### src/pkg/cem_pkg.sv
// Shared constants and carriers for the CPU event monitor counters.
// Assumes a 32-bit AXI4-Lite register port and a 25 MHz core clock.
package cem_pkg;

	// ----------------------------------------------------------------
	// Geometry and timing
	// ----------------------------------------------------------------
	localparam int unsigned CNT_W = 16;
	localparam int unsigned PAIRS = 2;
	localparam int unsigned ADDR_W = 8;
	localparam int unsigned CLK_NS = 40;
	localparam int unsigned US_NS = 1000;
	localparam int unsigned US_CYCLES = US_NS / CLK_NS;

	// ----------------------------------------------------------------
	// Register byte offsets
	// ----------------------------------------------------------------
	localparam logic [7:0] OFS_CTRL = 8'h00;
	localparam logic [7:0] OFS_EVSEL = 8'h04;
	localparam logic [7:0] OFS_FUNC = 8'h08;
	localparam logic [7:0] OFS_CMD = 8'h0c;
	localparam logic [7:0] OFS_STATUS = 8'h10;
	localparam logic [7:0] OFS_DISP_A = 8'h14;
	localparam logic [7:0] OFS_DISP_B = 8'h18;

	// ----------------------------------------------------------------
	// Counter control channel fields
	// ----------------------------------------------------------------
	localparam int unsigned CTRL_CNT_A = 6;
	localparam int unsigned CTRL_DISP_MODE = 8;
	localparam int unsigned CTRL_STOP_A = 9;
	localparam int unsigned CTRL_CARRY_BASE = 11;
	localparam int unsigned CTRL_PAIR_SEL = 15;
	localparam logic [15:0] CTRL_RESET = 16'h0000;

	// ----------------------------------------------------------------
	// Gate enables, commands, status bits
	// ----------------------------------------------------------------
	localparam int unsigned G_SEL_JOBS = 0;
	localparam int unsigned G_ALL_JOBS = 1;
	localparam int unsigned G_MONITOR = 2;
	localparam int unsigned G_DF56 = 3;
	localparam int unsigned G_DF57 = 4;
	localparam int unsigned CMD_RESTART = 3;
	localparam int unsigned CMD_CLR_FAULT = 7;
	localparam int unsigned ST_FAULT_BASE = 0;
	localparam int unsigned ST_HALTED = 3;
	localparam int unsigned ST_EV_STOP = 4;
	localparam int unsigned ST_ENV = 8;
	localparam int unsigned ST_MAINS = 9;
	localparam int unsigned ST_SECTION = 10;

	// ----------------------------------------------------------------
	// Event codes
	// ----------------------------------------------------------------
	localparam logic [7:0] EV_FUNC = 8'h12;
	localparam logic [7:0] EV_TIME = 8'h12;
	localparam logic [7:0] EV_MON = 8'h13;
	localparam logic [7:0] EV_STALL = 8'h13;
	localparam logic [1:0] MON_MATCH = 2'h2;
	localparam logic [1:0] RESP_OKAY = 2'h0;
	localparam logic [1:0] RESP_SLVERR = 2'h2;

	typedef struct packed {
		logic [4:0] gates;
		logic [7:0] ev_second;
		logic [7:0] ev_first;
	} cem_pair_cfg_s;

	typedef struct packed {
		logic [7:0] mask;
		logic [7:0] code;
	} cem_func_s;

	typedef struct packed {
		logic df57;
		logic df56;
		logic job_en;
		logic monitor;
	} cem_cpu_s;

endpackage : cem_pkg

### src/cem_pair.sv
// One pair of 16-bit event counters with optional carry chaining.
// Assumes increments arrive already gated and selected by the parent.
`timescale 1ns/1ps
module cem_pair import cem_pkg::*; #(
	parameter int unsigned W = CNT_W
) (
	input wire logic clk,
	input wire logic rst_n,
	input wire logic inc_first,
	input wire logic inc_second,
	input wire logic carry_into_first,
	input wire logic carry_into_second,
	input wire logic clr_all,
	input wire logic clr_top,
	output logic [W-1:0] cnt_first,
	output logic [W-1:0] cnt_second,
	output logic any_inc
);
	if (W < 2) begin : g_bad_width
		$error("cem_pair: width below 2");
	end

	logic [W-1:0] first_reg, first_next, second_reg, second_next;
	logic wrap_f, wrap_s, step_f, step_s, low_is_first, low_is_second;

	// ----------------------------------------------------------------
	// Counting
	// ----------------------------------------------------------------
	always_comb begin
		wrap_f = inc_first && (first_reg == '1);
		wrap_s = inc_second && (second_reg == '1);
		step_f = inc_first | (wrap_s & carry_into_first);
		step_s = inc_second | (wrap_f & carry_into_second);
		low_is_first = carry_into_second & ~carry_into_first;
		low_is_second = carry_into_first & ~carry_into_second;
		first_next = first_reg;
		second_next = second_reg;
		// Only the top bit of the whole count is cleared, so a chained low half keeps it
		if (clr_all) begin
			first_next = '0;
			second_next = '0;
		end else if (clr_top) begin
			if (!low_is_first) first_next[W-1] = 1'b0;
			if (!low_is_second) second_next[W-1] = 1'b0;
		end
		first_next = first_next + W'(step_f);
		second_next = second_next + W'(step_s);
	end

	always_ff @(posedge clk) begin
		if (!rst_n) begin
			first_reg <= '0;
			second_reg <= '0;
		end else begin
			first_reg <= first_next;
			second_reg <= second_next;
		end
	end

	assign cnt_first = first_reg;
	assign cnt_second = second_reg;
	assign any_inc = step_f | step_s;
endmodule : cem_pair

### src/cem_counters.sv
// CPU event monitor counters: two counter pairs, gating, stop and fault halt.
// Assumes an AXI4-Lite master and CPU event lines synchronous to CLK.
`timescale 1ns/1ps
module cem_counters import cem_pkg::*; #(
	parameter int unsigned US_CYCLES_P = US_CYCLES
) (
	input wire logic CLK,
	input wire logic RST_N,
	input wire logic [ADDR_W-1:0] AWADDR,
	input wire logic AWVALID,
	output logic AWREADY,
	input wire logic [31:0] WDATA,
	input wire logic [3:0] WSTRB,
	input wire logic WVALID,
	output logic WREADY,
	output logic [1:0] BRESP,
	output logic BVALID,
	input wire logic BREADY,
	input wire logic [ADDR_W-1:0] ARADDR,
	input wire logic ARVALID,
	output logic ARREADY,
	output logic [31:0] RDATA,
	output logic [1:0] RRESP,
	output logic RVALID,
	input wire logic RREADY,
	input wire logic INSTR_ISSUE,
	input wire logic [7:0] FUNC_CODE,
	input wire logic [1:0] MON_FIELD,
	input wire logic FU_NO_OUTPUT,
	input wire logic FU_ALL_REQUESTED,
	input wire logic FU_SETUP_SHUTDOWN,
	input wire cem_cpu_s CPU_LINES,
	input wire logic INSTR_BOUNDARY,
	input wire logic [2:0] FAULT_IN,
	input wire logic ENV_ALARM,
	input wire logic MAINS_FAIL,
	input wire logic SECTION_FAIL,
	output logic CPU_HALT
);
	if (US_CYCLES_P < 2 || US_CYCLES_P > 31) begin : g_bad_us
		$error("cem_counters: microsecond divider out of range");
	end

	function automatic logic [31:0] wmerge(input logic [31:0] old, input logic [31:0] d, input logic [3:0] s);
		logic [31:0] r;
		r = old;
		for (int i = 0; i < 4; i++) begin
			if (s[i]) r[8*i +: 8] = d[8*i +: 8];
		end
		return r;
	endfunction : wmerge

	// ----------------------------------------------------------------
	// Register file and bus slave
	// ----------------------------------------------------------------
	logic [15:0] ctrl_reg, ctrl_next;
	cem_pair_cfg_s cfg_reg [PAIRS];
	cem_pair_cfg_s cfg_next [PAIRS];
	cem_func_s func_reg, func_next;
	logic bvalid_reg, bvalid_next, rvalid_reg, rvalid_next;
	logic [1:0] bresp_reg, bresp_next, rresp_reg, rresp_next;
	logic [31:0] rdata_reg, rdata_next;
	logic wr_take, rd_take, clear_fault, restart;
	logic [7:0] waddr, raddr;
	logic [PAIRS-1:0] clr_all, clr_top, any_inc;
	logic [CNT_W-1:0] cnt_f [PAIRS];
	logic [CNT_W-1:0] cnt_s [PAIRS];
	logic [2:0] fault_reg, fault_next;
	logic evstop_reg, evstop_next, halt_reg, halt_next, stop_hit;
	logic [4:0] us_reg, us_next;
	logic us_tick, func_match, stall;
	logic [PAIRS-1:0] gate_ok, cnt_en, ev_first, ev_second;
	logic [31:0] status_word;
	int unsigned pw;

	assign wr_take = AWVALID & WVALID & ~bvalid_reg;
	assign rd_take = ARVALID & ~rvalid_reg;
	assign AWREADY = wr_take;
	assign WREADY = wr_take;
	assign ARREADY = rd_take;
	assign waddr = {AWADDR[7:2], 2'b00};
	assign raddr = {ARADDR[7:2], 2'b00};
	assign pw = ctrl_reg[CTRL_PAIR_SEL] ? 1 : 0;
	assign status_word = {21'h0, SECTION_FAIL, MAINS_FAIL, ENV_ALARM, 3'h0, evstop_reg, halt_reg, fault_reg};

	always_comb begin
		ctrl_next = ctrl_reg;
		cfg_next = cfg_reg;
		func_next = func_reg;
		bvalid_next = bvalid_reg & ~BREADY;
		bresp_next = bresp_reg;
		clear_fault = 1'b0;
		restart = 1'b0;
		if (wr_take) begin
			bvalid_next = 1'b1;
			bresp_next = RESP_OKAY;
			unique case (waddr)
				OFS_CTRL: ctrl_next = 16'(wmerge({16'h0, ctrl_reg}, WDATA, WSTRB));
				OFS_EVSEL: cfg_next[pw] = 21'(wmerge({11'h0, cfg_reg[pw]}, WDATA, WSTRB));
				OFS_FUNC: func_next = 16'(wmerge({16'h0, func_reg}, WDATA, WSTRB));
				OFS_CMD: begin
					clear_fault = WSTRB[0] & WDATA[CMD_CLR_FAULT];
					restart = WSTRB[0] & WDATA[CMD_RESTART];
				end
				OFS_STATUS, OFS_DISP_A, OFS_DISP_B: bresp_next = RESP_OKAY;
				default: bresp_next = RESP_SLVERR;
			endcase
		end
	end

	// Counters are sampled into the read word before the clear lands
	always_comb begin
		rvalid_next = rvalid_reg & ~RREADY;
		rdata_next = rdata_reg;
		rresp_next = rresp_reg;
		clr_all = '0;
		clr_top = '0;
		if (rd_take) begin
			rvalid_next = 1'b1;
			rresp_next = RESP_OKAY;
			rdata_next = 32'h0;
			unique case (raddr)
				OFS_CTRL: rdata_next = {16'h0, ctrl_reg};
				OFS_EVSEL: rdata_next = {11'h0, cfg_reg[pw]};
				OFS_FUNC: rdata_next = {16'h0, func_reg};
				OFS_CMD: rdata_next = 32'h0;
				OFS_STATUS: rdata_next = status_word;
				OFS_DISP_A, OFS_DISP_B: begin
					rdata_next = (raddr == OFS_DISP_A) ? {cnt_s[0], cnt_f[0]} : {cnt_s[1], cnt_f[1]};
					clr_all[raddr == OFS_DISP_B] = ~ctrl_reg[CTRL_DISP_MODE];
					clr_top[raddr == OFS_DISP_B] = ctrl_reg[CTRL_DISP_MODE];
				end
				default: rresp_next = RESP_SLVERR;
			endcase
		end
	end

	always_ff @(posedge CLK) begin
		if (!RST_N) begin
			ctrl_reg <= CTRL_RESET;
			cfg_reg <= '{default: '0};
			func_reg <= '0;
			bvalid_reg <= 1'b0;
			bresp_reg <= RESP_OKAY;
			rvalid_reg <= 1'b0;
			rresp_reg <= RESP_OKAY;
			rdata_reg <= 32'h0;
		end else begin
			ctrl_reg <= ctrl_next;
			cfg_reg <= cfg_next;
			func_reg <= func_next;
			bvalid_reg <= bvalid_next;
			bresp_reg <= bresp_next;
			rvalid_reg <= rvalid_next;
			rresp_reg <= rresp_next;
			rdata_reg <= rdata_next;
		end
	end

	assign BVALID = bvalid_reg;
	assign BRESP = bresp_reg;
	assign RVALID = rvalid_reg;
	assign RRESP = rresp_reg;
	assign RDATA = rdata_reg;

	// ----------------------------------------------------------------
	// Event selection and gating
	// ----------------------------------------------------------------
	always_comb begin
		us_tick = (us_reg == 5'(US_CYCLES_P - 1));
		us_next = us_tick ? 5'h0 : us_reg + 5'h1;
		func_match = INSTR_ISSUE && (((FUNC_CODE ^ func_reg.code) & func_reg.mask) == 8'h0);
		// Setup and shutdown cycles are flagged by the unit and never count as stalls
		stall = FU_NO_OUTPUT & FU_ALL_REQUESTED & ~FU_SETUP_SHUTDOWN;
	end

	for (genvar p = 0; p < PAIRS; p++) begin : g_pair
		always_comb begin
			gate_ok[p] = (cfg_reg[p].gates[G_SEL_JOBS] & CPU_LINES.job_en & ~CPU_LINES.monitor)
				| (cfg_reg[p].gates[G_ALL_JOBS] & ~CPU_LINES.monitor)
				| (cfg_reg[p].gates[G_MONITOR] & CPU_LINES.monitor)
				| (((cfg_reg[p].gates[G_DF56] & CPU_LINES.df56) | (cfg_reg[p].gates[G_DF57] & CPU_LINES.df57))
					& (CPU_LINES.monitor | CPU_LINES.job_en));
			cnt_en[p] = ctrl_reg[CTRL_CNT_A + p] & gate_ok[p];
			ev_first[p] = ((cfg_reg[p].ev_first == EV_FUNC) & func_match)
				| ((cfg_reg[p].ev_first == EV_MON) & (MON_FIELD == MON_MATCH));
			ev_second[p] = ((cfg_reg[p].ev_second == EV_TIME) & us_tick)
				| ((cfg_reg[p].ev_second == EV_STALL) & stall);
		end

		cem_pair #(.W(CNT_W)) u_pair (
			.clk(CLK),
			.rst_n(RST_N),
			.inc_first(ev_first[p] & cnt_en[p]),
			.inc_second(ev_second[p] & cnt_en[p]),
			.carry_into_first(ctrl_reg[CTRL_CARRY_BASE + 2*p]),
			.carry_into_second(ctrl_reg[CTRL_CARRY_BASE + 2*p + 1]),
			.clr_all(clr_all[p]),
			.clr_top(clr_top[p]),
			.cnt_first(cnt_f[p]),
			.cnt_second(cnt_s[p]),
			.any_inc(any_inc[p])
		);
	end

	// ----------------------------------------------------------------
	// Event stop, logic faults, restart
	// ----------------------------------------------------------------
	always_comb begin
		stop_hit = |(any_inc & ctrl_reg[CTRL_STOP_A +: PAIRS]);
		// New events win over a clear arriving in the same cycle
		fault_next = (fault_reg & ~{3{clear_fault}}) | FAULT_IN;
		evstop_next = (evstop_reg & ~clear_fault) | stop_hit;
		halt_next = halt_reg;
		if (stop_hit || ((|fault_next) && INSTR_BOUNDARY)) begin
			halt_next = 1'b1;
		end else if (restart && fault_next == 3'h0 && !evstop_next) begin
			halt_next = 1'b0;
		end
	end

	always_ff @(posedge CLK) begin
		if (!RST_N) begin
			fault_reg <= 3'h0;
			evstop_reg <= 1'b0;
			halt_reg <= 1'b0;
			us_reg <= 5'h0;
		end else begin
			fault_reg <= fault_next;
			evstop_reg <= evstop_next;
			halt_reg <= halt_next;
			us_reg <= us_next;
		end
	end

	assign CPU_HALT = halt_reg;
endmodule : cem_counters

### config.mk
export PLATFORM = sky130hd
export DESIGN_NAME = cem_counters
export DESIGN_NICKNAME = d
export VERILOG_FILES = /design/src/pkg/cem_pkg.sv /design/src/cem_pair.sv /design/src/cem_counters.sv
export SDC_FILE = /design/constraint.sdc
export NUM_CORES = 1
export LEC_CHECK = 0
export ABC_CLOCK_PERIOD_IN_PS = 4100
export BUFFER_PORTS_ARGS = -buffer_cell sky130_fd_sc_hd__buf_2
export CAP_MARGIN = 5
export CELL_PAD_IN_SITES_DETAIL_PLACEMENT = 0
export CELL_PAD_IN_SITES_GLOBAL_PLACEMENT = 1
export CORE_UTILIZATION = 44
export CTS_CLUSTER_DIAMETER = 80
export DETAILED_ROUTE_END_ITERATION = 12
export PLACE_DENSITY = 0.81
export SYNTH_ARGS = -nofsm -noshare
export SYNTH_HDL_FRONTEND = slang
export SYNTH_HIERARCHICAL = 1
export SYNTH_SLANG_ARGS = --single-unit
### constraint.sdc
create_clock -name CLK -period 4.1 [get_ports CLK]
set_input_delay 0.205 -clock CLK [delete_from_list [all_inputs] [get_ports CLK]]
set_output_delay 0.205 -clock CLK [all_outputs]
set_load 0.01 [all_outputs]
==> qor.csv, run 1 <==
metric;value;unit
status;finished, final reports clean;
utilization;0.524;
route.antenna.remaining_nets;0;
synthDominantAreaCellType;dfxtp_1;
overall_die_area;21100;um^2
power_switching;0.000851;W
place_ws;524;ps
cts_tree;yes;
routed_wl;25200;um
p_per_area;360;nW/um^2
worst-slew-pin-transition;961;ps
cts-resized-gates;0;
clock-root-buffer;clkbuf_16;
yosys.cell_types.count;69;
timing.final.max_slew_violations;0;
synth.area.mux_share;0.0841;
num_io_pins;126;
power;0.00374;W
finalInstanceArea;10400;um^2
globalRoute.totalOverflow;0;
synthAdderAreaFrac;0.0139;
end_kind;flop;
drt_pre_antenna_iters;5;
floorplan.core_area;19800;um^2
ys_warn_count;6;
combinationalPowerShare;0.055;
hold_viol;0;
worst_clock_skew;11.4;ps
placed_area;9750;um^2
num_rows;51;
clock_power_share;0.460;
synth_top_area_share;0.409;
synth_top_family_by_area;simple AND/OR/NAND/NOR gates;
setup_viol;0;
required;4420;ps
die_w;145;um
drt-vias-per-instance;5.58;
p_sw_frac;0.228;
synthToLayoutAreaGrowth;15.0;%
total_nets_final;1210;
min_period;3670;ps
cp_data_arrival_time;4000;ps
synthArstFlopShare;0;
fin_crit_sh;0.895;
numCtsBuffers;17;
initial_utilization;0.456;
static-leakage-power;3.90;nW
syn_inst;1034;
grt_pass1_vias;7158;
power_frac_seq;0.485;
startpoint_type;flop;
totalNegativeSetupSlack;0;ps
detail_route.drc_violations;0;
synth.area.top_cells;dfxtp_1 41%, mux2i_1 7.7%, o21ai_0 5.4%, nand3_1 4.1%, nand2_1 3.6%;
fillerInstances;1943;
number_of_input_and_output_port_buffers_inserted;107;
avgRoutedWirePerCell;18.1;um
synth_ff_type;dfxtp_1;
drtIter0Drc;515;
path_clk_slew;70;ps
grt_max_degree;77;
cts-root-to-sink-buffers;2;
timing_worst_setup_path_type;reg -> reg;
insertion_delay;430;ps
first_pass_grt_wire_length;39800;um
hold_path_class;in -> reg;
detailed_place_hpwl;18600;um
ctsHtreeMaxLevel;4;
timing.max_slew.rel_slack;0.359;
internal-power;0.00288;W
fmax;0.272;GHz
seq_area;3680;um^2
max_cap_viol_count;0;
fin_ws;429;ps
synth_compound_gate_area_share;0.158;
final_layout_size_suffix_gt1_frac;0.157;
multi_input_comb_area;4990;um^2
synth.cell_area;9010;um^2
synth_area_in_simple_gates;0.249;
grt_antenna_before_repair;1;
globalplace.congestion;0.895;
postCtsSetupRepairBufs;0;
track_usage;0.240;
vias;7783;
post_synth_xor_area_fraction;0.0486;
yosys_register_bits;184;
die_height;145;um
cts.hold.buffers_added;0;
synth.yosys.seq_area_share;0.409;
synthesis.area_per_instance;8.71;um^2
worst-path-max-fanout;6;
worst_ir_drop_vdd;354;uV
rsz0062_at_grt;false;
largest_reg_flops;42;
cts_num_sinks;184;
synth-edff-count;0;
layout by cell type, fill, tap and decap left out, types with 10 or more instances in the layout:
| master | instances |
|---|---|
| dfxtp_1 | 184 |
| buf_2 | 106 |
| o21ai_0 | 97 |
| nand2_1 | 87 |
| nand3_1 | 73 |
| mux2i_1 | 69 |
| nor2_1 | 54 |
| nor2b_1 | 50 |
| xor2_1 | 29 |
| and2_1 | 24 |
| a21oi_1 | 23 |
| a221oi_1 | 21 |
| xnor2_1 | 21 |
| nand4_1 | 20 |
| inv_1 | 19 |
| buf_4 | 18 |
| clkbuf_16 | 17 |
| nand2b_1 | 16 |
| nor3_1 | 13 |
| and3_1 | 12 |
| o22ai_1 | 12 |
| a22oi_1 | 11 |
| ha_1 | 10 |
cells in the mapped netlist (6+ instances only):
cell type	instances
a21oi_1	23
a221oi_1	21
a22o_1	7
a22oi_1	11
a32o_1	6
and2_1	24
and3_1	12
buf_1	6
buf_4	6
clkbuf_1	45
dfxtp_1	184
ha_1	10
inv_1	19
mux2_2	6
mux2i_1	69
nand2_1	87
nand2b_1	16
nand3_1	73
nand3b_1	6
nand4_1	20
nor2_1	54
nor2b_1	50
nor3_1	13
nor4_1	9
o211ai_1	8
o21ai_0	97
o22ai_1	12
o31ai_1	6
xnor2_1	21
xor2_1	29
final cells by class:
type	count	share of cell area
repair buffers	124	0.0642
clock inverters	10	0.0138
inverters	20	0.00724
well taps	265	0.0320
clock buffers	21	0.0454
flip-flops and latches	184	0.355
diodes	1	0.000241
multi-input cells	769	0.482
worst paths after layout:
kind	cells after the start	end	startpoint	slack [ps]
setup / recovery	11	g_pair[1].u_pair/cnt_second[12]$_SDFF_PN0_	cfg_reg[2]$_SDFFE_PN0P_	430
hold / removal	3	fault_reg[1]$_SDFF_PN0_	FAULT_IN[1]	30
setup reg to reg	11	g_pair[1].u_pair/cnt_second[12]$_SDFF_PN0_	cfg_reg[2]$_SDFFE_PN0P_	430
hold reg to reg	2	RDATA[25]$_SDFFE_PN0P_	RDATA[25]$_SDFFE_PN0P_	440
worst max-delay path, cell delays in order (launching register included):
cell      delay (ps)
dfxtp_1          320
or4b_2           680
nor4b_1          410
and3_1           340
nand4_1          120
o21bai_1         200
ha_1             230
ha_1             180
inv_1            100
or4_1            600
and3_1           220
o21a_1           170
kinds of logic (layout without fill, tap and decap cells):
group | count (synthesis) | after routing
AO/OA/AOI/OAI | 224 | 224
XOR/XNOR | 50 | 50
adder cells (fa/ha/maj) | 10 | 10
buffers and inverters | 82 | 175
flip-flops | 184 | 184
multiplexers | 75 | 75
other | 1 | 3
AND/OR/NAND/NOR | 408 | 408
stage by stage:
stage	cells	hold slack, ps
global route	1394	48.2
detailed placement	1362	439
CTS	1393	19.6
global placement	1362	428
finish	1394	26.6
floorplan	1035	327
power groups by stage:
| stage | Combinational (W) | Sequential (W) | Clock, W |
|---|---|---|---|
| 2_1_floorplan | 0.000111 | 0.00186 | 0 |
| 3_3_place_gp | 0.000203 | 0.00185 | 0 |
| 3_5_place_dp | 0.000204 | 0.00185 | 0 |
| 4_1_cts | 0.000204 | 0.00181 | 0.00174 |
| 5_1_grt | 0.000224 | 0.00181 | 0.00182 |
| 6_report | 0.000205 | 0.00181 | 0.00172 |
routing by layer:
metal  vias to the layer above  global-route usage  wire length [um]
met1                      3658               0.347             12400
met5                         -                   0                 0
met4                         0              0.0711               382
met2                       213               0.367             11000
li1                       3889                   -                 -
met3                        23              0.0352              1410
Note: power is estimated with default switching activity, not from simulation.
==> run 2: changes to the inputs <==
- ABC_AREA: unset -> 1
- CORE_UTILIZATION: 44 -> 42
- PLACE_DENSITY: 0.81 -> 0.79
==> qor.csv, run 2 <==
metric;value;unit;change
status;finished, final reports clean;;unchanged
hold_viol;0;;unchanged
worst_ir_drop_vdd;218;uV;was 354 uV
critical_path.n_buffers_inverters;2;;was 1
reg2regPathDepth;19;;was 11
drt_pre_antenna_iters;5;;unchanged
end_kind;flop;;unchanged
setup_viol;0;;unchanged
floorplan.core_area;23700;um^2;was 19800 um^2
fin_ws;653;ps;was 429 ps
globalplace.congestion;0.848;;was 0.895
min_period;3450;ps;was 3670 ps
fmax;0.290;GHz;was 0.272 GHz
numCtsBuffers;17;;unchanged
max_cap_viol_count;0;;unchanged
grt_pass1_vias;9250;;was 7158
num_rows;56;;was 51
cp.depth;19;;was 11
insertion_delay;440;ps;was 430 ps
p_per_area;323;nW/um^2;was 360 nW/um^2
yosys.cell_types.count;52;;was 69
synthToLayoutAreaGrowth;12.2;%;was 15.0%
commonest_non_fill_non_tap_cells_in_the_layout;349 x nand2_1, 198 x nor2_1, 197 x inv_1;;was 184 x dfxtp_1, 106 x buf_2, 97 x o21ai_0
critical_path.max_stage_delay;500;ps;was 680 ps
timing.final.max_slew_violations;0;;unchanged
timing_worst_setup_path_type;reg -> reg;;unchanged
yosys-top-cells-count;349 x nand2_1, 199 x nor2_1, 197 x inv_1;;was 184 x dfxtp_1, 97 x o21ai_0, 87 x nand2_1
first_pass_grt_wire_length;50100;um;was 39800 um
synth_ff_type;dfxtp_1;;unchanged
worst_clock_skew;17.2;ps;was 11.4 ps
yosys_register_bits;184;;unchanged
drtIter0Drc;796;;was 515
crit_chain;inv_1 > ha_1 > nand2_1 > nor3_1 > o211ai_1 > a211oi_1 > nand4_1 > nand3b_1 > nor2_1 > nor2_1 > inv_1 > ha_1 > ha_1 > nand4_1 > nor2_4 > nand3_1 > nand2_1 > nand2_1 > nor2_1;;was or4b_2 > nor4b_1 > and3_1 > nand4_1 > o21bai_1 > ha_1 > ha_1 > inv_1 > or4_1 > and3_1 > o21a_1
ys_warn_count;6;;unchanged
cts-root-to-sink-buffers;2;;unchanged
grt_antenna_before_repair;0;;was 1
cts_tree;yes;;unchanged
path_clk_slew;80;ps;was 70 ps
overall_die_area;24900;um^2;was 21100 um^2
initial_utilization;0.431;;was 0.456
clock-root-buffer;clkbuf_16;;unchanged
die_height;158;um;was 145 um
total_nets_final;1728;;was 1210
synthDominantAreaCellType;dfxtp_1;;unchanged
detail_route.drc_violations;0;;unchanged
worst-slew-pin-transition;1200;ps;was 961 ps
startpoint_type;flop;;unchanged
hold_path_class;in -> reg;;unchanged
worstHoldPathCells;4;;was 3
placed_area;10800;um^2;was 9750 um^2
utilization;0.484;;was 0.524
vias;10032;;was 7783
most_instantiated_library_cell_after_synthesis;nand2_1;;was dfxtp_1
cts_num_sinks;184;;unchanged
synth_top_area_share;0.361;;was 0.409
worst-path-max-fanout;8;;was 6
ctsHtreeMaxLevel;4;;unchanged
largest_reg_flops;42;;unchanged
grt_max_degree;81;;was 77
route.antenna.remaining_nets;0;;unchanged
cp_data_arrival_time;3810;ps;was 4000 ps
synthArstFlopShare;0;;unchanged
place_ws;700;ps;was 524 ps
detailed_place_hpwl;23600;um;was 18600 um
track_usage;0.264;;was 0.240
rsz0062_at_grt;false;;unchanged
fin_crit_sh;0.841;;was 0.895
die_w;158;um;was 145 um
drt-vias-per-instance;5.10;;was 5.58
static-leakage-power;4.47;nW;was 3.90 nW
finalInstanceArea;11500;um^2;was 10400 um^2
synth.yosys.seq_area_share;0.361;;was 0.409
totalNegativeSetupSlack;0;ps;unchanged
syn_inst;1559;;was 1034
number_of_input_and_output_port_buffers_inserted;107;;unchanged
synthesis.area_per_instance;6.55;um^2;was 8.71 um^2
synth.area.top_cells;dfxtp_1 36%, nand2_1 13%, nor2_1 7.3%, inv_1 7.2%, a21oi_1 5.7%;;was dfxtp_1 41%, mux2i_1 7.7%, o21ai_0 5.4%, nand3_1 4.1%, nand2_1 3.6%
globalRoute.totalOverflow;0;;unchanged
crit_path_top_delay_cell;a211oi_1;;was or4b_2
synth.cell_area;10200;um^2;was 9010 um^2
final_layout_size_suffix_gt1_frac;0.151;;was 0.157
routed_wl;32200;um;was 25200 um
required;4470;ps;was 4420 ps
num_io_pins;126;;unchanged
commonest_non_fill_non_tap_cell_in_the_layout;nand2_1;;was dfxtp_1
timing.max_slew.rel_slack;0.197;;was 0.359
cts-resized-gates;0;;unchanged
n_antenna_cell;0;;was 1
critical-path-top-delay-family;simple AND/OR/NAND/NOR gates;;unchanged
avgRoutedWirePerCell;16.4;um;was 18.1 um
synth-edff-count;0;;unchanged
run 2: changes by cell type after synthesis, moves of 60 or more:
| cell | delta |
|---|---|
| nor2_1 | +145 |
| inv_1 | +178 |
| a21oi_1 | +94 |
| nand2_1 | +262 |
| mux2i_1 | -69 |
| o21ai_1 | +60 |
run 2: path summary, 6_finish.rpt:
path,startpoint,endpoint,slack [ps]
max,us_reg[0]$_SDFF_PP0_,g_pair[1].u_pair/cnt_first[12]$_SDFF_PN0_,650
min,RREADY,RVALID$_SDFF_PN0_,10
max reg2reg,us_reg[0]$_SDFF_PP0_,g_pair[1].u_pair/cnt_first[12]$_SDFF_PN0_,650
min reg2reg,us_reg[0]$_SDFF_PP0_,us_reg[0]$_SDFF_PP0_,460
run 2: power breakdown:
part / switching [W] / leakage (nW) / internal, W
combinational: 0.000158 / 2.70 / 0.0000761
clock: 0.000837 / 0.283 / 0.000818
sequential: 0.0000107 / 1.49 / 0.00180
total: 0.00101 / 4.47 / 0.00269
run 2: layer usage:
layer,share of wire,GRT usage,vias to the layer above,wire length [um]
met5,0,0,-,0
met4,0.022,0.0855,0,708
met2,0.47,0.449,262,15100
met3,0.048,0.0391,38,1550
li1,-,-,5152,-
met1,0.46,0.341,4580,14800
run 2: logic make-up after synthesis:
family,count (synthesis),synth area share
xor gates and xnor gates,8,0.00687
buffers and inverters,275,0.117
other,1,0.000367
and+or+nand+nor,730,0.313
DFF,184,0.361
AOI/OAI and AO/OA,350,0.189
muxes,1,0.00110
adders and majority gates,10,0.0123
run 2: stage by stage:
step                      instances  power [W]  hold slack [ps]
final                          1966    0.00370             13.8
after global routing           1966    0.00383             39.3
after CTS                      1966    0.00373            0.981
after detailed placement       1931    0.00208              428
after global placement         1931    0.00208              420
after floorplan                1560    0.00198              333
run 2: cell type report:
type                    instances  area (um^2)
well taps                     319          399
inverters                     208          793
clock buffers                  18          429
fillers                      2571        12200
repair buffers                122          658
clock inverters                14          150
flip-flops and latches        184         3680
multi-input cells            1101         5340
run 2: what timing repair did:
| action | CTS | global route |
|---|---|---|
| hold buffers | 3 | 0 |
| buffers inserted | 0 | 0 |
| endpoints found under the hold margin | 3 | 0 |
| endpoints found under the setup margin | 0 | 0 |
run 2: tightest hold or removal path, delay by kind of cell:
| family | cells | cell delay (ps) |
|---|---|---|
| AO/OA/AOI/OAI | 1 | 50 |
| AND/OR/NAND/NOR | 1 | 40 |
| buffers and inverters | 2 | 100 |
==> run 3: changes to the inputs <==
- ABC_CLOCK_PERIOD_IN_PS: 4100 -> 3100
- CORE_UTILIZATION: 42 -> 37
- PLACE_DENSITY: 0.79 -> 0.74
- clock period: 4.1 -> 3.1 ns (I/O delays scaled with it)
==> qor.csv, run 3 (synthesis gave the netlist of run 2 again) <==
metric;value;unit;change
status;finished, final reports clean;;unchanged
seq_area;3690;um^2;was 3680 um^2
cts_tree;yes;;unchanged
reg2regPathDepth;21;;was 19
cts-root-to-sink-buffers;2;;unchanged
p_per_area;412;nW/um^2;was 323 nW/um^2
numCtsBuffers;17;;unchanged
timing.max_slew.rel_slack;0.437;;was 0.197
drt-vias-per-instance;5.04;;was 5.10
route.antenna.remaining_nets;0;;unchanged
static-leakage-power;4.68;nW;was 4.47 nW
num_rows;60;;was 56
largest_reg_flops;42;;unchanged
fin_crit_sh;0.965;;was 0.841
min_period;2990;ps;was 3450 ps
drt_pre_antenna_iters;5;;unchanged
num_io_pins;126;;unchanged
crit_path_top_delay_cell;dfxtp_1;;was a211oi_1
final_layout_size_suffix_gt1_frac;0.205;;was 0.151
insertion_delay;440;ps;about the same
detailed_place_hpwl;24000;um;was 23600 um
worst_ir_drop_vdd;284;uV;was 218 uV
detail_route.drc_violations;0;;unchanged
total_nets_final;1769;;was 1728
max_cap_viol_count;0;;unchanged
globalRoute.totalOverflow;0;;unchanged
end_kind;flop;;unchanged
clock-root-buffer;clkbuf_16;;unchanged
globalplace.congestion;0.879;;was 0.848
dp_cells;1983;;was 1931
place_ws;-2.96;ps;was 700 ps
n_antenna_cell;0;;unchanged
required;3440;ps;was 4470 ps
timing.final.max_slew_violations;0;;unchanged
worst-path-max-fanout;3;;was 8
die_height;168;um;was 158 um
vias;10223;;was 10.0k
avgRoutedWirePerCell;16.1;um;was 16.4 um
r2r_slack;110;ps;was 650 ps
hold_path_class;in -> reg;;unchanged
timing_worst_setup_path_type;reg -> reg;;unchanged
fmax;0.334;GHz;was 0.290 GHz
worst_clock_skew;18.8;ps;was 17.2 ps
ctsHtreeMaxLevel;4;;unchanged
cp_data_arrival_time;3330;ps;was 3810 ps
hold_viol;0;;unchanged
commonest_non_fill_non_tap_cells_in_the_layout;345 x nand2_1, 192 x inv_1, 190 x nor2_1;;was 349 x nand2_1, 198 x nor2_1, 197 x inv_1
routed_wl;32700;um;was 32200 um
fillerInstances;2876;;was 2571
fin_ws;107;ps;was 653 ps
finalInstanceArea;12100;um^2;was 11500 um^2
grt_pass1_vias;9258;;was 9250
worst-slew-pin-transition;844;ps;was 1200 ps
placed_area;11100;um^2;was 10800 um^2
crit_chain;inv_1 > a21oi_1 > o21ai_0 > o211a_1 > nand3b_1 > a21oi_2 > buf_4 > inv_1 > nor3_2 > nand3_1 > nor2_2 > nor2_1 > inv_1 > ha_2 > nand2_1 > nor2_2 > nand2_2 > nor2_2 > nand3_1 > nand2_1 > nor2_1;;was inv_1 > ha_1 > nand2_1 > nor3_1 > o211ai_1 > a211oi_1 > nand4_1 > nand3b_1 > nor2_1 > nor2_1 > inv_1 > ha_1 > ha_1 > nand4_1 > nor2_4 > nand3_1 > nand2_1 > nand2_1 > nor2_1
setup_viol;0;;unchanged
startpoint_type;flop;;unchanged
grt_antenna_before_repair;0;;unchanged
grt_max_degree;87;;was 81
overall_die_area;28200;um^2;was 24900 um^2
worstHoldPathCells;3;;was 4
path_clk_slew;80;ps;about the same
track_usage;0.230;;was 0.264
initial_utilization;0.378;;was 0.431
multi_input_comb_area;5610;um^2;was 5340 um^2
cts_num_sinks;184;;unchanged
synthToLayoutAreaGrowth;18.9;%;was 12.2%
die_w;168;um;was 158 um
drtIter0Drc;914;;was 796
rsz0062_at_grt;true;;was false
critical_path.max_stage_delay;300;ps;was 500 ps
first_pass_grt_wire_length;50600;um;was 50100 um
post_layout_nonfiller_instances;2029;;was 1966
floorplan.core_area;27000;um^2;was 23700 um^2
number_of_input_and_output_port_buffers_inserted;107;;unchanged
commonest_non_fill_non_tap_cell_in_the_layout;nand2_1;;unchanged
==> run 3: per-stage QoR <==
| step | power, W | setup TNS [ps] | hold slack [ps] | utilization |
|---|---|---|---|---|
| floorplan | 0.00262 | 0 | 283 | - |
| global placement | 0.00276 | -16.1 | 376 | 0.411 |
| detailed placement | 0.00276 | -2.96 | 394 | 0.411 |
| CTS | 0.00505 | 0 | 4.38 | 0.437 |
| global route | 0.00520 | -935 | 6.79 | 0.449 |
| finish | 0.00500 | 0 | 24.6 | 0.449 |
==> run 3: report_power, final <==
part,internal [W],leakage (nW),switching (W)
registers,0.00238,1.49,0.0000155
logic,0.000110,2.89,0.000211
clock network,0.00111,0.300,0.00117
total,0.00361,4.68,0.00139
==> run 3: layout make-up <==
type | instances | area share
clock buffers | 17 | 0.0351
clock inverters | 15 | 0.0162
inverters | 208 | 0.0654
multi-input cells | 1101 | 0.462
flip-flops and latches | 184 | 0.304
well taps | 341 | 0.0352
repair buffers | 163 | 0.0817
==> run 3: metal layers <==
metal  part of all wire  routed length, um  track usage
met1               0.47              15300        0.313
met2               0.46              15100        0.376
met3              0.047               1530       0.0341
met4              0.024                778       0.0692
met5                  0                  0            0
==> run 3: repair_timing <==
item | 4_1_cts | 5_1_grt
resized for setup | 2 | 74
endpoints found under the setup margin | 3 | 47
endpoints found under the hold margin | 7 | 0
setup buffers | 0 | 8
hold buffers | 7 | 0
pin swaps | 0 | 35
==> run 3: worst paths after layout <==
check	from	end
hold / removal	WDATA[12]	ctrl_reg[12]$_SDFFE_PN0P_
setup / recovery	func_reg[8]$_SDFFE_PN0P_	g_pair[0].u_pair/cnt_second[11]$_SDFF_PN0_
setup reg to reg	func_reg[8]$_SDFFE_PN0P_	g_pair[0].u_pair/cnt_second[11]$_SDFF_PN0_
hold reg to reg	RDATA[16]$_SDFFE_PN0P_	RDATA[16]$_SDFFE_PN0P_
==> run 3: worst max-delay path, delay by kind of cell, from the launching register on <==
family                     cells  cell delay, ps
and+or+nand+nor               12            1400
adders and majority gates      1             210
AOI/OAI and AO/OA              4             570
DFF                            1             300
buffers and inverters          4             400
